$ cat src/ifc_pkg.sv
// Shared constants, field layouts and types of the gated frequency counter
package ifc_pkg;

   // **************************************************
   // Register bus and map
   // **************************************************
   localparam int ADDR_W = 8;                          // Register address width
   localparam int DATA_W = 8;                          // Register data width
   localparam logic [ADDR_W-1:0] ADR_MODE = 8'hf4;     // Mode / control register
   localparam logic [ADDR_W-1:0] ADR_CNT_HI = 8'hf5;   // Count bits 18..16
   localparam logic [ADDR_W-1:0] ADR_CNT_MID = 8'hf6;  // Count bits 15..8
   localparam logic [ADDR_W-1:0] ADR_CNT_LO = 8'hf7;   // Count bits 7..0
   localparam logic [DATA_W-1:0] RD_IDLE = 8'h00;      // Read data outside a read answer

   // **************************************************
   // Mode register fields
   // **************************************************
   localparam int BIT_JUDGE = 7;                       // Judge flag, read only
   localparam int BIT_START = 6;                       // Start / stop
   localparam int BIT_CLEAR = 5;                       // Clear count, self clearing
   localparam int GATE_LSB = 2;                        // Gate time field low bit
   localparam int GATE_W = 3;                          // Gate time field width
   localparam int SEL_LSB = 0;                         // Input select field low bit
   localparam int SEL_W = 2;                           // Input select field width
   localparam logic [GATE_W-1:0] GATE_RST = 3'h0;      // Gate field after reset
   localparam logic [SEL_W-1:0] SEL_RST = 2'h0;        // Inputs disabled after reset

   // Gate time codes
   localparam logic [GATE_W-1:0] GT_8MS = 3'h0;
   localparam logic [GATE_W-1:0] GT_32MS = 3'h1;
   localparam logic [GATE_W-1:0] GT_128MS = 3'h2;
   localparam logic [GATE_W-1:0] GT_SOFT = 3'h3;
   localparam logic [GATE_W-1:0] GT_1MS = 3'h4;
   localparam logic [GATE_W-1:0] GT_4MS = 3'h5;

   // Input select codes; upper bit low disables both pins
   localparam int SEL_ON_BIT = 1;
   localparam logic [SEL_W-1:0] SEL_FM = 2'h2;
   localparam logic [SEL_W-1:0] SEL_AM = 2'h3;

   // **************************************************
   // Count result
   // **************************************************
   localparam int CNT_W = 19;                          // Result width
   localparam logic [3:0] HI_FILL = 4'hf;              // Unused top bits of high byte
   localparam int FM_DIV_W = 2;                        // Prescaler width, divide by four
   localparam logic [FM_DIV_W-1:0] FM_DIV_LAST = 2'h3; // Prescaler terminal value

   // **************************************************
   // Timing
   // **************************************************
   localparam int CLK_PERIOD_NS = 25;                  // 40 MHz system clock
   localparam int REF_PERIOD_NS = 1000000;             // 1 kHz gate reference
   localparam int REF_CYCLES = REF_PERIOD_NS / CLK_PERIOD_NS;
   localparam int TICKS_W = 8;                         // Enough for 128 ms
   localparam int GATE_8_MS = 8;
   localparam int GATE_32_MS = 32;
   localparam int GATE_128_MS = 128;
   localparam int GATE_1_MS = 1;
   localparam int GATE_4_MS = 4;
   localparam int REF_MS = 1;                          // One reference period in ms

   // One-hot gate sequencer states
   typedef enum logic [3:0] {
      G_IDLE = 4'b0001,
      G_WAIT = 4'b0010,
      G_OPEN = 4'b0100,
      G_SOFT = 4'b1000
   } ifc_gate_t;

   // Gate length in reference periods; zero for reserved or soft codes
   function automatic logic [TICKS_W-1:0] gate_ticks(input logic [GATE_W-1:0] code);
      unique case (code)
         GT_8MS: gate_ticks = TICKS_W'(GATE_8_MS / REF_MS);
         GT_32MS: gate_ticks = TICKS_W'(GATE_32_MS / REF_MS);
         GT_128MS: gate_ticks = TICKS_W'(GATE_128_MS / REF_MS);
         GT_1MS: gate_ticks = TICKS_W'(GATE_1_MS / REF_MS);
         GT_4MS: gate_ticks = TICKS_W'(GATE_4_MS / REF_MS);
         default: gate_ticks = '0;
      endcase
   endfunction : gate_ticks

endpackage : ifc_pkg

$ cat src/ifc_edge_if.sv
// Carrier between the counter core and its input edge front end
`timescale 1ns/1ps
interface ifc_edge_if;
   import ifc_pkg::*;
   logic [SEL_W-1:0] sel;   // Input select field
   logic clr;               // Clear pulse, also resets the prescaler
   logic cnt_pulse;         // One count event

   modport core (output sel, output clr, input cnt_pulse);
   modport front (input sel, input clr, output cnt_pulse);
endinterface : ifc_edge_if

$ cat src/ifc_edge.sv
// Input pin synchronisers, pin select and FM prescaler
`timescale 1ns/1ps
module ifc_edge
(
   input wire logic clk,
   input wire logic rst,
   input wire logic fm_pin,
   input wire logic am_pin,
   ifc_edge_if.front eif
);
   import ifc_pkg::*;

   // **************************************************
   // Synchronisers
   // **************************************************
   logic fm_s1_r, fm_s2_r, fm_s3_r; // FM pin stages
   logic am_s1_r, am_s2_r, am_s3_r; // AM pin stages
   logic [FM_DIV_W-1:0] div_r;      // Divide-by-four prescaler
   logic pulse_r;                   // Registered count event
   logic fm_rise;
   logic am_rise;

   // Two flops before use; third flop only feeds the edge detector
   always_ff @(posedge clk)
   begin
      if (rst)
      begin
         {fm_s1_r, fm_s2_r, fm_s3_r} <= 3'h0;
         {am_s1_r, am_s2_r, am_s3_r} <= 3'h0;
      end
      else
      begin
         fm_s1_r <= fm_pin;
         fm_s2_r <= fm_s1_r;
         fm_s3_r <= fm_s2_r;
         am_s1_r <= am_pin;
         am_s2_r <= am_s1_r;
         am_s3_r <= am_s2_r;
      end
   end

   // Rising edges only; input must be slower than half of CLK
   assign fm_rise = fm_s2_r & ~fm_s3_r;
   assign am_rise = am_s2_r & ~am_s3_r;

   // **************************************************
   // Prescaler and pin select
   // **************************************************
   // FM edges pass through a modulo-four counter
   always_ff @(posedge clk)
   begin
      if (rst || eif.clr)
         div_r <= '0;
      else if (eif.sel == SEL_FM && fm_rise)
         div_r <= div_r + FM_DIV_W'(1); // see RL11
   end

   // One event per counted edge; disabled pins give none
   always_ff @(posedge clk)
   begin
      if (rst)
         pulse_r <= 1'b0;
      else
         unique case (eif.sel)
            SEL_FM: pulse_r <= fm_rise && div_r == FM_DIV_LAST; // see RL11
            SEL_AM: pulse_r <= am_rise; // see RL12
            default: pulse_r <= 1'b0; // see RL18
         endcase
   end

   assign eif.cnt_pulse = pulse_r;

   // **************************************************
   // Checks
   // **************************************************
   property p_fm_div;
      @(posedge clk) disable iff (rst)
      (eif.sel == SEL_FM && $past(eif.sel) == SEL_FM && pulse_r) |-> $past(div_r) == FM_DIV_LAST;
   endproperty
   a_fm_div: assert property (p_fm_div) else $error("FM event without full prescale"); // see RL11

   property p_am_direct;
      @(posedge clk) disable iff (rst)
      (eif.sel == SEL_AM && am_rise) |=> pulse_r;
   endproperty
   a_am_direct: assert property (p_am_direct) else $error("AM edge not counted"); // see RL12

   property p_disabled;
      @(posedge clk) disable iff (rst)
      !eif.sel[SEL_ON_BIT] |=> !pulse_r;
   endproperty
   a_disabled: assert property (p_disabled) else $error("Event with inputs disabled"); // see RL18

endmodule : ifc_edge

$ cat src/ifc_top.sv
// Gated frequency counter core with register port and gate sequencer
// Overview of operation
// [RL1] Count is 19 bits, low byte bits 0-7
// [RL2] Unused four high result bits read ones
// [RL3] Software selects setup, clears, then starts
// [RL4] Clear bit zeroes all count bits
// [RL5] Fixed gate opens at next reference edge
// [RL6] Soft gate opens at once
// [RL7] Start write sets judge flag at once; a start written while the soft gate runs leaves it unchanged
// [RL8] Fixed gate expiry closes gate, clears judge
// [RL9] Soft gate never clears judge by itself
// [RL10] Open gate counts selected input rising edges
// [RL11] FM input divided by four before counting
// [RL12] AM input counted undivided
// [RL13] Gate close neither adds nor drops counts
// [RL14] Gate timing divided from system clock
// [RL15] Software waits settling after pin select
// [RL16] Software writes zeros to reserved bits
// [RL17] Gate code picks 8/32/128/soft/1/4 ms
// [RL18] Select field: off, FM, or AM
// [RL19] Mode read or interrupt entry clears judge
// [RL20] Result bytes read only, writes ignored
`timescale 1ns/1ps
module ifc_top
#(
   parameter int REF_CYCLES_P = ifc_pkg::REF_CYCLES // Clock cycles per 1 kHz reference period
)
(
   input wire logic CLK,
   input wire logic RST,
   input wire logic [ifc_pkg::ADDR_W-1:0] ADDR,
   input wire logic [ifc_pkg::DATA_W-1:0] WDATA,
   input wire logic WR,
   input wire logic RD,
   output logic [ifc_pkg::DATA_W-1:0] RDATA,
   input wire logic FM_IN,
   input wire logic AM_IN,
   input wire logic IRQ_ENTER,
   output logic FM_EN,
   output logic AM_EN,
   output logic GATE
);
   import ifc_pkg::*;

   localparam int REF_W = $clog2(REF_CYCLES_P); // Reference divider width

   // Refuse a divider that cannot produce a pulse
   if (REF_CYCLES_P < 2)
   begin : g_bad_ref
      $error("REF_CYCLES_P must be at least 2");
   end

   // **************************************************
   // Declarations
   // **************************************************
   ifc_gate_t state_r;                 // Gate sequencer state
   ifc_gate_t state_nxt;               // Its next value
   logic [REF_W-1:0] ref_cnt_r;        // Reference divider
   logic tick_r;                       // 1 kHz reference rising edge
   logic [GATE_W-1:0] gate_r;          // Gate time field
   logic [SEL_W-1:0] sel_r;            // Input select field
   logic judge_r;                      // Counting in progress flag
   logic [TICKS_W-1:0] left_r;         // Reference periods left in gate
   logic [TICKS_W-1:0] left_nxt;       // Its next value
   logic [CNT_W-1:0] cnt_r;            // Count result
   logic clr_r;                        // Clear pulse toward front end
   logic open_r;                       // Gate open
   logic fm_en_r, am_en_r;             // Pin amplifier enables
   logic [DATA_W-1:0] rdata_r;         // Read answer
   logic wr_mode, rd_mode;             // Mode register strobes
   logic start_wr, stop_wr, clr_wr;    // Decoded control writes
   logic [GATE_W-1:0] wgate;           // Gate code being written
   logic expire;                       // Fixed gate ends this cycle
   logic [TICKS_W-1:0] seen_r;         // Periods seen in open gate, for checks
   logic [GATE_W-1:0] run_code_r;      // Gate code of the running measurement

   ifc_edge_if eif ();                 // Core to front end carrier

   // **************************************************
   // Register decode
   // **************************************************
   // Only the mode register accepts writes; result bytes ignore them
   assign wr_mode = WR && ADDR == ADR_MODE; // see RL20
   assign rd_mode = RD && ADDR == ADR_MODE;
   assign wgate = WDATA[GATE_LSB +: GATE_W];
   assign start_wr = wr_mode && WDATA[BIT_START];
   assign stop_wr = wr_mode && !WDATA[BIT_START];
   assign clr_wr = wr_mode && WDATA[BIT_CLEAR];

   // Mode fields; judge and start status are not stored from writes
   always_ff @(posedge CLK)
   begin
      if (RST)
      begin
         gate_r <= GATE_RST;
         sel_r <= SEL_RST;
      end
      else if (wr_mode)
      begin
         gate_r <= wgate; // see RL17
         sel_r <= WDATA[SEL_LSB +: SEL_W]; // see RL18
      end
   end

   // Amplifier enables follow the select field, one cycle late
   always_ff @(posedge CLK)
   begin
      if (RST)
      begin
         fm_en_r <= 1'b0;
         am_en_r <= 1'b0;
      end
      else
      begin
         fm_en_r <= sel_r == SEL_FM; // see RL18
         am_en_r <= sel_r == SEL_AM;
      end
   end

   // **************************************************
   // Reference divider
   // **************************************************
   // Gate periods come from CLK, so gate error tracks the clock error inversely
   always_ff @(posedge CLK)
   begin
      if (RST)
      begin
         ref_cnt_r <= '0;
         tick_r <= 1'b0;
      end
      else if (ref_cnt_r == REF_W'(REF_CYCLES_P - 1))
      begin
         ref_cnt_r <= '0; // see RL14
         tick_r <= 1'b1;
      end
      else
      begin
         ref_cnt_r <= ref_cnt_r + REF_W'(1);
         tick_r <= 1'b0;
      end
   end

   // **************************************************
   // Gate sequencer
   // **************************************************
   // Fixed gate ends on the tick that uses up its last period
   assign expire = !wr_mode && tick_r &&
                   ((state_r == G_OPEN && left_r == TICKS_W'(1)) ||
                    (state_r == G_WAIT && gate_ticks(run_code_r) == '0));

   // Next state; a start write restarts any fixed run
   always_comb
   begin
      state_nxt = state_r;
      left_nxt = left_r;
      unique case (state_r)
         G_IDLE, G_WAIT, G_OPEN:
         begin
            if (start_wr)
               state_nxt = (wgate == GT_SOFT) ? G_SOFT : G_WAIT; // see RL6
            else if (stop_wr || expire)
               state_nxt = G_IDLE; // see RL8
            else if (state_r == G_WAIT && tick_r)
            begin
               state_nxt = G_OPEN; // see RL5
               left_nxt = gate_ticks(run_code_r);
            end
            else if (state_r == G_OPEN && tick_r)
               left_nxt = left_r - TICKS_W'(1);
         end
         G_SOFT:
         begin
            // Soft gate ends by a stop or by choosing a fixed gate time
            if (stop_wr || (wr_mode && wgate != GT_SOFT))
               state_nxt = G_IDLE; // see RL9
         end
      endcase
   end

   // Sequencer registers; the open flag is kept in step with the state
   always_ff @(posedge CLK)
   begin
      if (RST)
      begin
         state_r <= G_IDLE;
         left_r <= '0;
         open_r <= 1'b0;
      end
      else
      begin
         state_r <= state_nxt;
         left_r <= left_nxt;
         open_r <= state_nxt == G_OPEN || state_nxt == G_SOFT; // see RL5
      end
   end

   // Gate code latched at start, so later setup writes do not stretch a run
   always_ff @(posedge CLK)
   begin
      if (RST)
         run_code_r <= GATE_RST;
      else if (start_wr && state_r != G_SOFT)
         run_code_r <= wgate; // see RL17
   end

   // **************************************************
   // Judge flag
   // **************************************************
   // Start outside the soft gate wins over any clear in the same cycle
   always_ff @(posedge CLK)
   begin
      if (RST)
         judge_r <= 1'b0;
      else if (start_wr && state_r != G_SOFT)
         judge_r <= 1'b1; // see RL7
      else if (expire || rd_mode || IRQ_ENTER)
         judge_r <= 1'b0; // see RL8 see RL19
   end

   // **************************************************
   // Count result
   // **************************************************
   // Only edges seen while the gate is open count; clear wins over an event
   always_ff @(posedge CLK)
   begin
      if (RST || clr_wr)
         cnt_r <= '0; // see RL4
      else if (open_r && eif.cnt_pulse)
         cnt_r <= cnt_r + CNT_W'(1); // see RL10 see RL13
   end

   // Clear pulse also restarts the FM prescaler
   always_ff @(posedge CLK)
   begin
      if (RST)
         clr_r <= 1'b0;
      else
         clr_r <= clr_wr;
   end

   assign eif.sel = sel_r;
   assign eif.clr = clr_r;

   // Front end: synchronisers, select and divide-by-four
   ifc_edge u_edge
   (
      .clk (CLK),
      .rst (RST),
      .fm_pin (FM_IN),
      .am_pin (AM_IN),
      .eif (eif.front)
   );

   // **************************************************
   // Read answer
   // **************************************************
   // Data stand only in the cycle after the read strobe
   always_ff @(posedge CLK)
   begin
      if (RST || !RD)
         rdata_r <= RD_IDLE;
      else
         unique case (ADDR)
            ADR_MODE: rdata_r <= {judge_r, state_r != G_IDLE, 1'b0, gate_r, sel_r};
            ADR_CNT_HI: rdata_r <= {HI_FILL, 1'b0, cnt_r[CNT_W-1:16]}; // see RL2
            ADR_CNT_MID: rdata_r <= cnt_r[15:8];
            ADR_CNT_LO: rdata_r <= cnt_r[7:0]; // see RL1
            default: rdata_r <= RD_IDLE;
         endcase
   end

   assign RDATA = rdata_r;
   assign FM_EN = fm_en_r;
   assign AM_EN = am_en_r;
   assign GATE = open_r;

   // **************************************************
   // Checks
   // **************************************************
   // Reference periods spent open, for the gate length check
   always_ff @(posedge CLK)
   begin
      if (RST || state_r != G_OPEN)
         seen_r <= '0;
      else if (tick_r)
         seen_r <= seen_r + TICKS_W'(1);
   end

   property p_len;
      @(posedge CLK) disable iff (RST)
      (expire && state_r == G_OPEN) |-> seen_r + TICKS_W'(1) == gate_ticks(run_code_r);
   endproperty
   a_len: assert property (p_len) else $error("Fixed gate length wrong"); // see RL17

   property p_judge_set;
      @(posedge CLK) disable iff (RST)
      (start_wr && state_r != G_SOFT) |=> judge_r;
   endproperty
   a_judge_set: assert property (p_judge_set) else $error("Judge not set by start"); // see RL7

   property p_clear;
      @(posedge CLK) disable iff (RST)
      clr_wr |=> cnt_r == '0;
   endproperty
   a_clear: assert property (p_clear) else $error("Count not cleared"); // see RL4

   property p_hi_ones;
      @(posedge CLK) disable iff (RST)
      (RD && ADDR == ADR_CNT_HI) |=> RDATA[7:4] == HI_FILL && RDATA[2:0] == $past(cnt_r[CNT_W-1:16]);
   endproperty
   a_hi_ones: assert property (p_hi_ones) else $error("High result byte wrong"); // see RL2

   property p_lo;
      @(posedge CLK) disable iff (RST)
      (RD && ADDR == ADR_CNT_LO) |=> RDATA == $past(cnt_r[7:0]);
   endproperty
   a_lo: assert property (p_lo) else $error("Low result byte wrong"); // see RL1

   property p_soft_open;
      @(posedge CLK) disable iff (RST)
      (start_wr && wgate == GT_SOFT) |=> GATE;
   endproperty
   a_soft_open: assert property (p_soft_open) else $error("Soft gate not open at once"); // see RL6

   property p_wait_tick;
      @(posedge CLK) disable iff (RST)
      (state_r == G_WAIT && !tick_r && !wr_mode) |=> !GATE ##0 state_r == G_WAIT;
   endproperty
   a_wait_tick: assert property (p_wait_tick) else $error("Gate opened before reference edge"); // see RL5

   property p_expire;
      @(posedge CLK) disable iff (RST)
      expire |=> !GATE && !judge_r;
   endproperty
   a_expire: assert property (p_expire) else $error("Gate or judge left after expiry"); // see RL8

   property p_soft_hold;
      @(posedge CLK) disable iff (RST)
      (state_r == G_SOFT && !rd_mode && !IRQ_ENTER) |=> judge_r == $past(judge_r);
   endproperty
   a_soft_hold: assert property (p_soft_hold) else $error("Judge changed in soft gate"); // see RL9

   property p_count;
      @(posedge CLK) disable iff (RST)
      (open_r && eif.cnt_pulse && !clr_wr) |=> cnt_r == $past(cnt_r) + CNT_W'(1);
   endproperty
   a_count: assert property (p_count) else $error("Open gate edge not counted"); // see RL10

   property p_closed;
      @(posedge CLK) disable iff (RST)
      (!open_r && !clr_wr) |=> $stable(cnt_r);
   endproperty
   a_closed: assert property (p_closed) else $error("Count moved with gate closed"); // see RL13

   property p_read_clr;
      @(posedge CLK) disable iff (RST)
      (rd_mode || IRQ_ENTER) && !start_wr |=> !judge_r;
   endproperty
   a_read_clr: assert property (p_read_clr) else $error("Judge not cleared"); // see RL19

   c_fixed: cover property (@(posedge CLK) disable iff (RST) expire);
   c_soft: cover property (@(posedge CLK) disable iff (RST) state_r == G_SOFT ##1 state_r == G_IDLE);
   c_count: cover property (@(posedge CLK) disable iff (RST) open_r && eif.cnt_pulse);
   c_read_hi: cover property (@(posedge CLK) disable iff (RST) RD && ADDR == ADR_CNT_HI);

endmodule : ifc_top

$ cat config.mk
export PLATFORM = sky130hd
export DESIGN_NAME = ifc_top
export DESIGN_NICKNAME = d
export VERILOG_FILES = /design/src/ifc_pkg.sv /design/src/ifc_edge_if.sv /design/src/ifc_edge.sv /design/src/ifc_top.sv
export SDC_FILE = /design/constraint.sdc
export NUM_CORES = 1
export LEC_CHECK = 0
export ABC_AREA = 0
export BUFFER_PORTS_ARGS = -buffer_cell sky130_fd_sc_hd__buf_2
export CELL_PAD_IN_SITES_DETAIL_PLACEMENT = 1
export CELL_PAD_IN_SITES_GLOBAL_PLACEMENT = 2
export CORE_AREA = 2 2 98 100
export CTS_CLUSTER_SIZE = 16
export DETAILED_ROUTE_END_ITERATION = 6
export DIE_AREA = 0 0 100 102
export GPL_TIMING_DRIVEN = 0
export MAX_ROUTING_LAYER = met4
export PLACE_DENSITY_LB_ADDON = 0.08
export SLEW_MARGIN = 40
export SYNTH_ARGS = -nofsm -noshare
export SYNTH_HDL_FRONTEND = slang
export SYNTH_SLANG_ARGS = --single-unit
$ cat constraint.sdc
create_clock -name CLK -period 3.1 [get_ports CLK]
set_input_delay 0.62 -clock CLK [delete_from_list [all_inputs] [get_ports CLK]]
set_output_delay 0.62 -clock CLK [all_outputs]
set_load 0.01 [all_outputs]
# Word level (Yosys, flattened, before mapping)
# Cells that the tools add are included.
# word_totals
wordCells,104
out_inout_bits,11
register_bits,78
input_bits,23
# classes
add_sub_neg,4
n_reduce_logical,35
eq_ne,23
bitwise_logic,6
mux,14
# op_table
operator,n
8-bit case mux with 5 select lines,1
8-bit equality test (second input constant),4
8-bit case mux with 4 select lines,1
4-bit two-way mux,5
19-bit by 1-bit adder with 19-bit output (second input constant),1
16-bit by 1-bit adder with 16-bit output (second input constant),1
16-bit equality test (second input constant),1
1-bit logical AND,16
8-bit two-way mux,2
1-bit logical OR,9
4-bit by 3-bit equality test with 1-bit output (second input constant),2
4-bit equality test (second input constant),2
8-bit by 1-bit equality test with 1-bit output (second input constant),1
8-bit zero test,1
4-bit case mux with 2 select lines,1
8-bit by 1-bit subtractor with 8-bit output (second input constant),1
2-bit equality test (second input constant),3
3-bit by 2-bit equality test with 1-bit output (second input constant),2
3-bit equality test (second input constant),2
4-bit by 1-bit equality test with 1-bit output (second input constant),1
4-bit by 2-bit equality test with 1-bit output (second input constant),1
4-bit by 1-bit inequality test with 1-bit output (second input constant),1
4-bit inequality test (second input constant),1
1-bit NOT,4
12 further kinds,18

# Longest topological paths before layout
# logic_depth
ltp_word,12
mapped_depth,8

# Modules after synthesis
# A second synthesis with hierarchy kept.
# unflattened
hier_cells,393
area_unflattened_um2,3537.1
# modules_own_cells
mod,seq_area_each_um2,instances,cells_each,area_per_inst_um2
ifc_top,1381.3,1,366,3196.8
ifc_edge,180.2,1,27,340.3

# Worst setup path after synthesis
# OpenSTA, ideal clock, no wires.
# synth_timing
path_kind,in2reg
startpoint,input port ADDR[5] (netlist bit)
endpoint,register left_r[0]
arrival_time_ns,2.249
setup_time_ns,0.074
path_stages,6
path_slack_ns,0.776
required_ns,3.026
path_buffers,1
path_cell_list,and4b_1 -> and3_1 -> buf_6 -> or4_4 -> or4_1 -> a31oi_1
# synth_via
elab_chain_cells,8
elab_cells_between_ends,11
cone_classes,eq/ne (1); bitwise (2); reduce/logical (8)
# synth_lines
element,line,text
from (decl),ifc_top.sv:31,"input wire logic [ifc_pkg::ADDR_W-1:0] ADDR,"
8-bit equality test (*),ifc_top.sv:83,assign wr_mode = WR && ADDR == ADR_MODE;
1-bit logical AND (*),ifc_top.sv:83,
1-bit zero test,ifc_top.sv:147,assign expire = !wr_mode && tick_r &&
1-bit logical AND (2 in series),ifc_top.sv:147,
1-bit logical OR,ifc_top.sv:161,else if (stop_wr || expire)
1-bit NOT (no source line),-,
4-bit AND reduction (no source line) (*),-,
to (signal assigned),ifc_top.sv:192,left_r <= left_nxt;
to (decl),ifc_top.sv:63,logic [TICKS_W-1:0] left_r;
# Mark *: on every way between the ends. The rest lies on a longest branch, timed or not.
# A chain may end at the register's enable or synchronous reset.

# Final worst setup path
# layout_timing
startpoint,input port ADDR[1] (netlist bit)
endpoint,register cnt_r[12]
# layout_via
elab_chain_cells,4
# layout_lines
element,line,text
8-bit equality test,ifc_top.sv:83,
1-bit logical AND,ifc_top.sv:83,
1-bit logical AND,ifc_top.sv:88,assign clr_wr = wr_mode && WDATA[BIT_CLEAR];
1-bit logical OR,ifc_top.sv:226,if (RST || clr_wr)
to (signal assigned),ifc_top.sv:229,cnt_r <= cnt_r + CNT_W'(1);
to (decl),ifc_top.sv:65,logic [CNT_W-1:0] cnt_r;
# No other way between the ends.

==> results by group <==
STA
  • Fin. max-slew vios: 0
  • Period Utilization, post-route: 73.74%
  • Min Tclk post-route: 2286 ps
  • Actual slew at the worst max-slew pin: 684.8 ps
  • Sum Neg Setup Slack: 0 ps
  • Layout Skew: 10.43 ps
  • Unrepaired setup endpoints after global routing: no
  • Fmax: 437.5 MHz
  • Final Hold Viols: 0
  • Setup violations, final: 0
  • Rel. slew slack: 53.72%

Cells and area
  • Synth-to-Final Area Change: 14.65%
  • Fraction of final layout cells sized beyond drive strength 1: 13.15%
  • Nets: 464
  • # fillers: 1,097
  • Ant. Diodes: 0
  • Post-route cell area: 3966 sq um

Drt
  • Routed vias: 2,926
  • Initial drt markers: 46
  • Total wire length: 8589 um
  • First-pass iteration count of the detailed router: 4
  • Post-DR vias/cell: 5.301
  • Per-cell routed wire length: 15.56 um
  • Post-DRT Antenna Nets: 0
  • DRC viols: 0

CTS
  • H-tree depth: 3
  • Clk_lat worst skew: 350 ps
  • CTS Buf Count: 9
  • Post-CTS resize count: 0
  • CTS max path bufs: 2
  • Post-CTS setup buffer count: 0
  • CTS sink cnt: 78
  • Clock-pin slew on the worst setup and hold paths: 80 ps
  • CTS root buf: clkbuf_8
  • CTS tree: yes
  • Hold buffers post-CTS: 0

Floorplanning
  • Initial Utilization: 37.98%
  • Die Width: 100 um
  • Num rows: 35
  • Height of the die: 102 um
  • # IOs: 34
  • Die ar.: 10,200 sq um
  • Core area: 9109 sq um

GRT
  • Total GRT Usage: 18.72%
  • GR Overflow Total: 0
  • Initial antenna violation count: 0
  • Largest net degree at the start of global routing: 15
  • Global-route wire length before repair: 14,500 um
  • Vias in the first global route: 2,983

Yosys
  • Mapped Cells: 393
  • Post-synth ARST share: 0%
  • Avg Cell Area, Syn: 8.803 sq um
  • Syn Nets: 421
  • Syn. warnings: 0
  • Netlist Area Pre-Place: 3460 sq um
  • Register area share after synthesis: 45.14%
  • Flops & latches, synth: 78
  • Count of cell types in the netlist: 51
  • Number of synthesized flops with an enable pin: 0
  • Ys flop type: dfxtp_1

Place
  • Area after DPL: 3759 sq um
  • Detail Placement HPWL: 6455 um
  • Placer Congestion: 0.7636
  • Input/output buffers: 32

Worst setup path
  • Crit-path max FO: 10
  • Top delay family on crit path: buffers and inverters
  • CP Capture Type: flip-flop
  • WS Path Type: in -> reg
  • WP data required: 3330 ps
  • Worst r2r src: left_r[1]$_SDFFE_PP0P_
  • Reg-to-reg endpoint: left_r[0]$_SDFFE_PP0P_
  • Slowest stage delay, CP: 440 ps
  • Buf+Inv Stages, Crit Path: 4
  • CP most frequent cell: clkbuf_1
  • Worst r2r path cells: 7
  • Slowest cell on the critical path: clkbuf_1
  • CP Launch Type: input port
  • Critical path data arrival time: 2510 ps
  • Worst-path cell chain: buf_2 -> nor3b_1 -> and3_1 -> buf_6 -> nand2_1 -> nand2b_1 -> clkbuf_1 -> clkbuf_1 -> nor2_1
  • Worst R2R Setup Slack: 830 ps

Pwr
  • Pwr Density: 474.4 nW/um^2
  • Pleak: 1.466 nW
  • Worst vdd ir: 192.0 uV

Min path
  • Min-delay src: clr_r$_SDFF_PP0_
  • Hold Path Sink: u_edge.div_r[0]$_SDFFE_PP0P_
  • Hold depth: 1
  • Min-delay worst type: reg -> reg

Run
  • Total of max-cap violations: 0

Run status
  • Status: complete, no violations
==> metrics by stage <==
stage               setup slack [ps]  hold WS (ps)  utilization, %  instances  total power (W)
floorplan                      776.3         396.9               -        393         0.001067
global placement               414.1         409.3           41.26        536         0.001097
detailed placement             409.0         416.6           41.26        536         0.001099
CTS                            782.8         429.0           43.54        552         0.001916
global route                   570.7         463.6           43.54        552         0.001961
finish                         814.2         436.7           43.54        552         0.001882
==> layer usage <==
metal	GRT usage [%]	vias to the layer above	share of wire, %
met5	-	-	0
met4	6.955	0	1.6
met3	2.873	15	2.8
met2	30.61	43	46
met1	23.57	1406	50
li1	-	1462	-
==> sequential cells by signal, summed over array words and instances, names as in the netlist, 3 cells and up <==
register,count
left_r,8
run_code_r,3
gate_r,3
ref_cnt_r,16
RDATA,8
cnt_r,19
state_r,4
==> kinds of logic (layout without fill, tap and decap cells) <==
logic type	count (synthesis)	in the layout	synth area share [%]
AND/OR/NAND/NOR	190	190	28.72
multiplexers	10	10	4.014
flip-flops	78	78	45.14
AO/OA/AOI/OAI	51	51	9.042
XOR/XNOR	32	32	8.101
buffers and inverters	27	75	3.182
adder cells (fa/ha/maj)	5	5	1.808
==> worst max path at each step <==
stage	from	endpoint	slack, ps	cells after the start
5_1_grt	ADDR[1]	cnt_r[12]$_SDFFE_PP0P_	570	9
4_1_cts	ADDR[1]	cnt_r[12]$_SDFFE_PP0P_	780	9
3_5_place_dp	ADDR[1]	cnt_r[12]$_SDFFE_PP0P_	410	9
6_report	ADDR[1]	cnt_r[12]$_SDFFE_PP0P_	810	9
3_3_place_gp	ADDR[1]	cnt_r[13]$_SDFFE_PP0P_	410	9
2_1_floorplan	ADDR[5]	left_r[0]$_SDFFE_PP0P_	780	6
==> synthesized netlist by cell type (2+ instances only) <==
| master | instances | area (sq um) |
|---|---|---|
| dfxtp_1 | 78 | 1562 |
| nor2_1 | 59 | 221.5 |
| nand2_1 | 31 | 116.4 |
| a21oi_1 | 19 | 95.09 |
| xnor2_1 | 16 | 140.1 |
| xor2_1 | 16 | 140.1 |
| nand3_1 | 15 | 75.07 |
| inv_1 | 13 | 48.80 |
| nor3_1 | 13 | 65.06 |
| clkbuf_1 | 12 | 45.04 |
| nand4_1 | 11 | 68.82 |
| nor2b_1 | 11 | 68.82 |
| o21ai_0 | 9 | 45.04 |
| and3_1 | 6 | 37.54 |
| mux2i_1 | 6 | 60.06 |
| or3_1 | 6 | 37.54 |
| a31oi_1 | 5 | 31.28 |
| ha_1 | 5 | 62.56 |
| nor4_1 | 5 | 31.28 |
| nand2b_1 | 4 | 25.02 |
| nand3b_1 | 4 | 30.03 |
| a21o_1 | 3 | 22.52 |
| and4_1 | 3 | 26.28 |
| and4b_1 | 3 | 30.03 |
| mux4_2 | 3 | 67.56 |
| nand4b_1 | 3 | 26.28 |
| nor4b_1 | 3 | 26.28 |
| o22ai_1 | 3 | 18.77 |
| o31ai_1 | 3 | 22.52 |
| or4_1 | 3 | 22.52 |
| and2_1 | 2 | 12.51 |
==> cells in the final DEF, fill, tap and decap left out, drive strengths merged, types with 2 or more instances in the layout <==
cell type	instances
dfxtp	78
nor2	59
buf	34
nand2	31
clkbuf	23
a21oi	19
xnor2	16
xor2	16
nand3	15
inv	15
nor3	13
nor2b	11
nand4	11
o21ai	9
and3	6
mux2i	6
or3	6
nor4	5
a31oi	5
ha	5
nand3b	4
nand2b	4
or4	4
and4b	3
mux4	3
nor4b	3
a21o	3
nand4b	3
o31ai	3
and4	3
o22ai	3
and2	3
nor3b	2
==> layout make-up <==
class	instances	area (sq um)	area share, %
clock inverters	5	66.31	1.672
clock buffers	11	141.4	3.565
repair buffers	32	160.2	4.038
flip-flops and latches	78	1562	39.37
multi-input cells	288	1788	45.08
plain buffers	14	61.31	1.546
well taps	111	138.9	3.502
inverters	13	48.80	1.230
==> report_power, final <==
group          switching, W  internal (W)
combinational     0.0000383     0.0000241
clock              0.000403      0.000405
sequential       0.00000412       0.00101
total              0.000445       0.00144
Note: power is estimated with default switching activity, not from simulation.
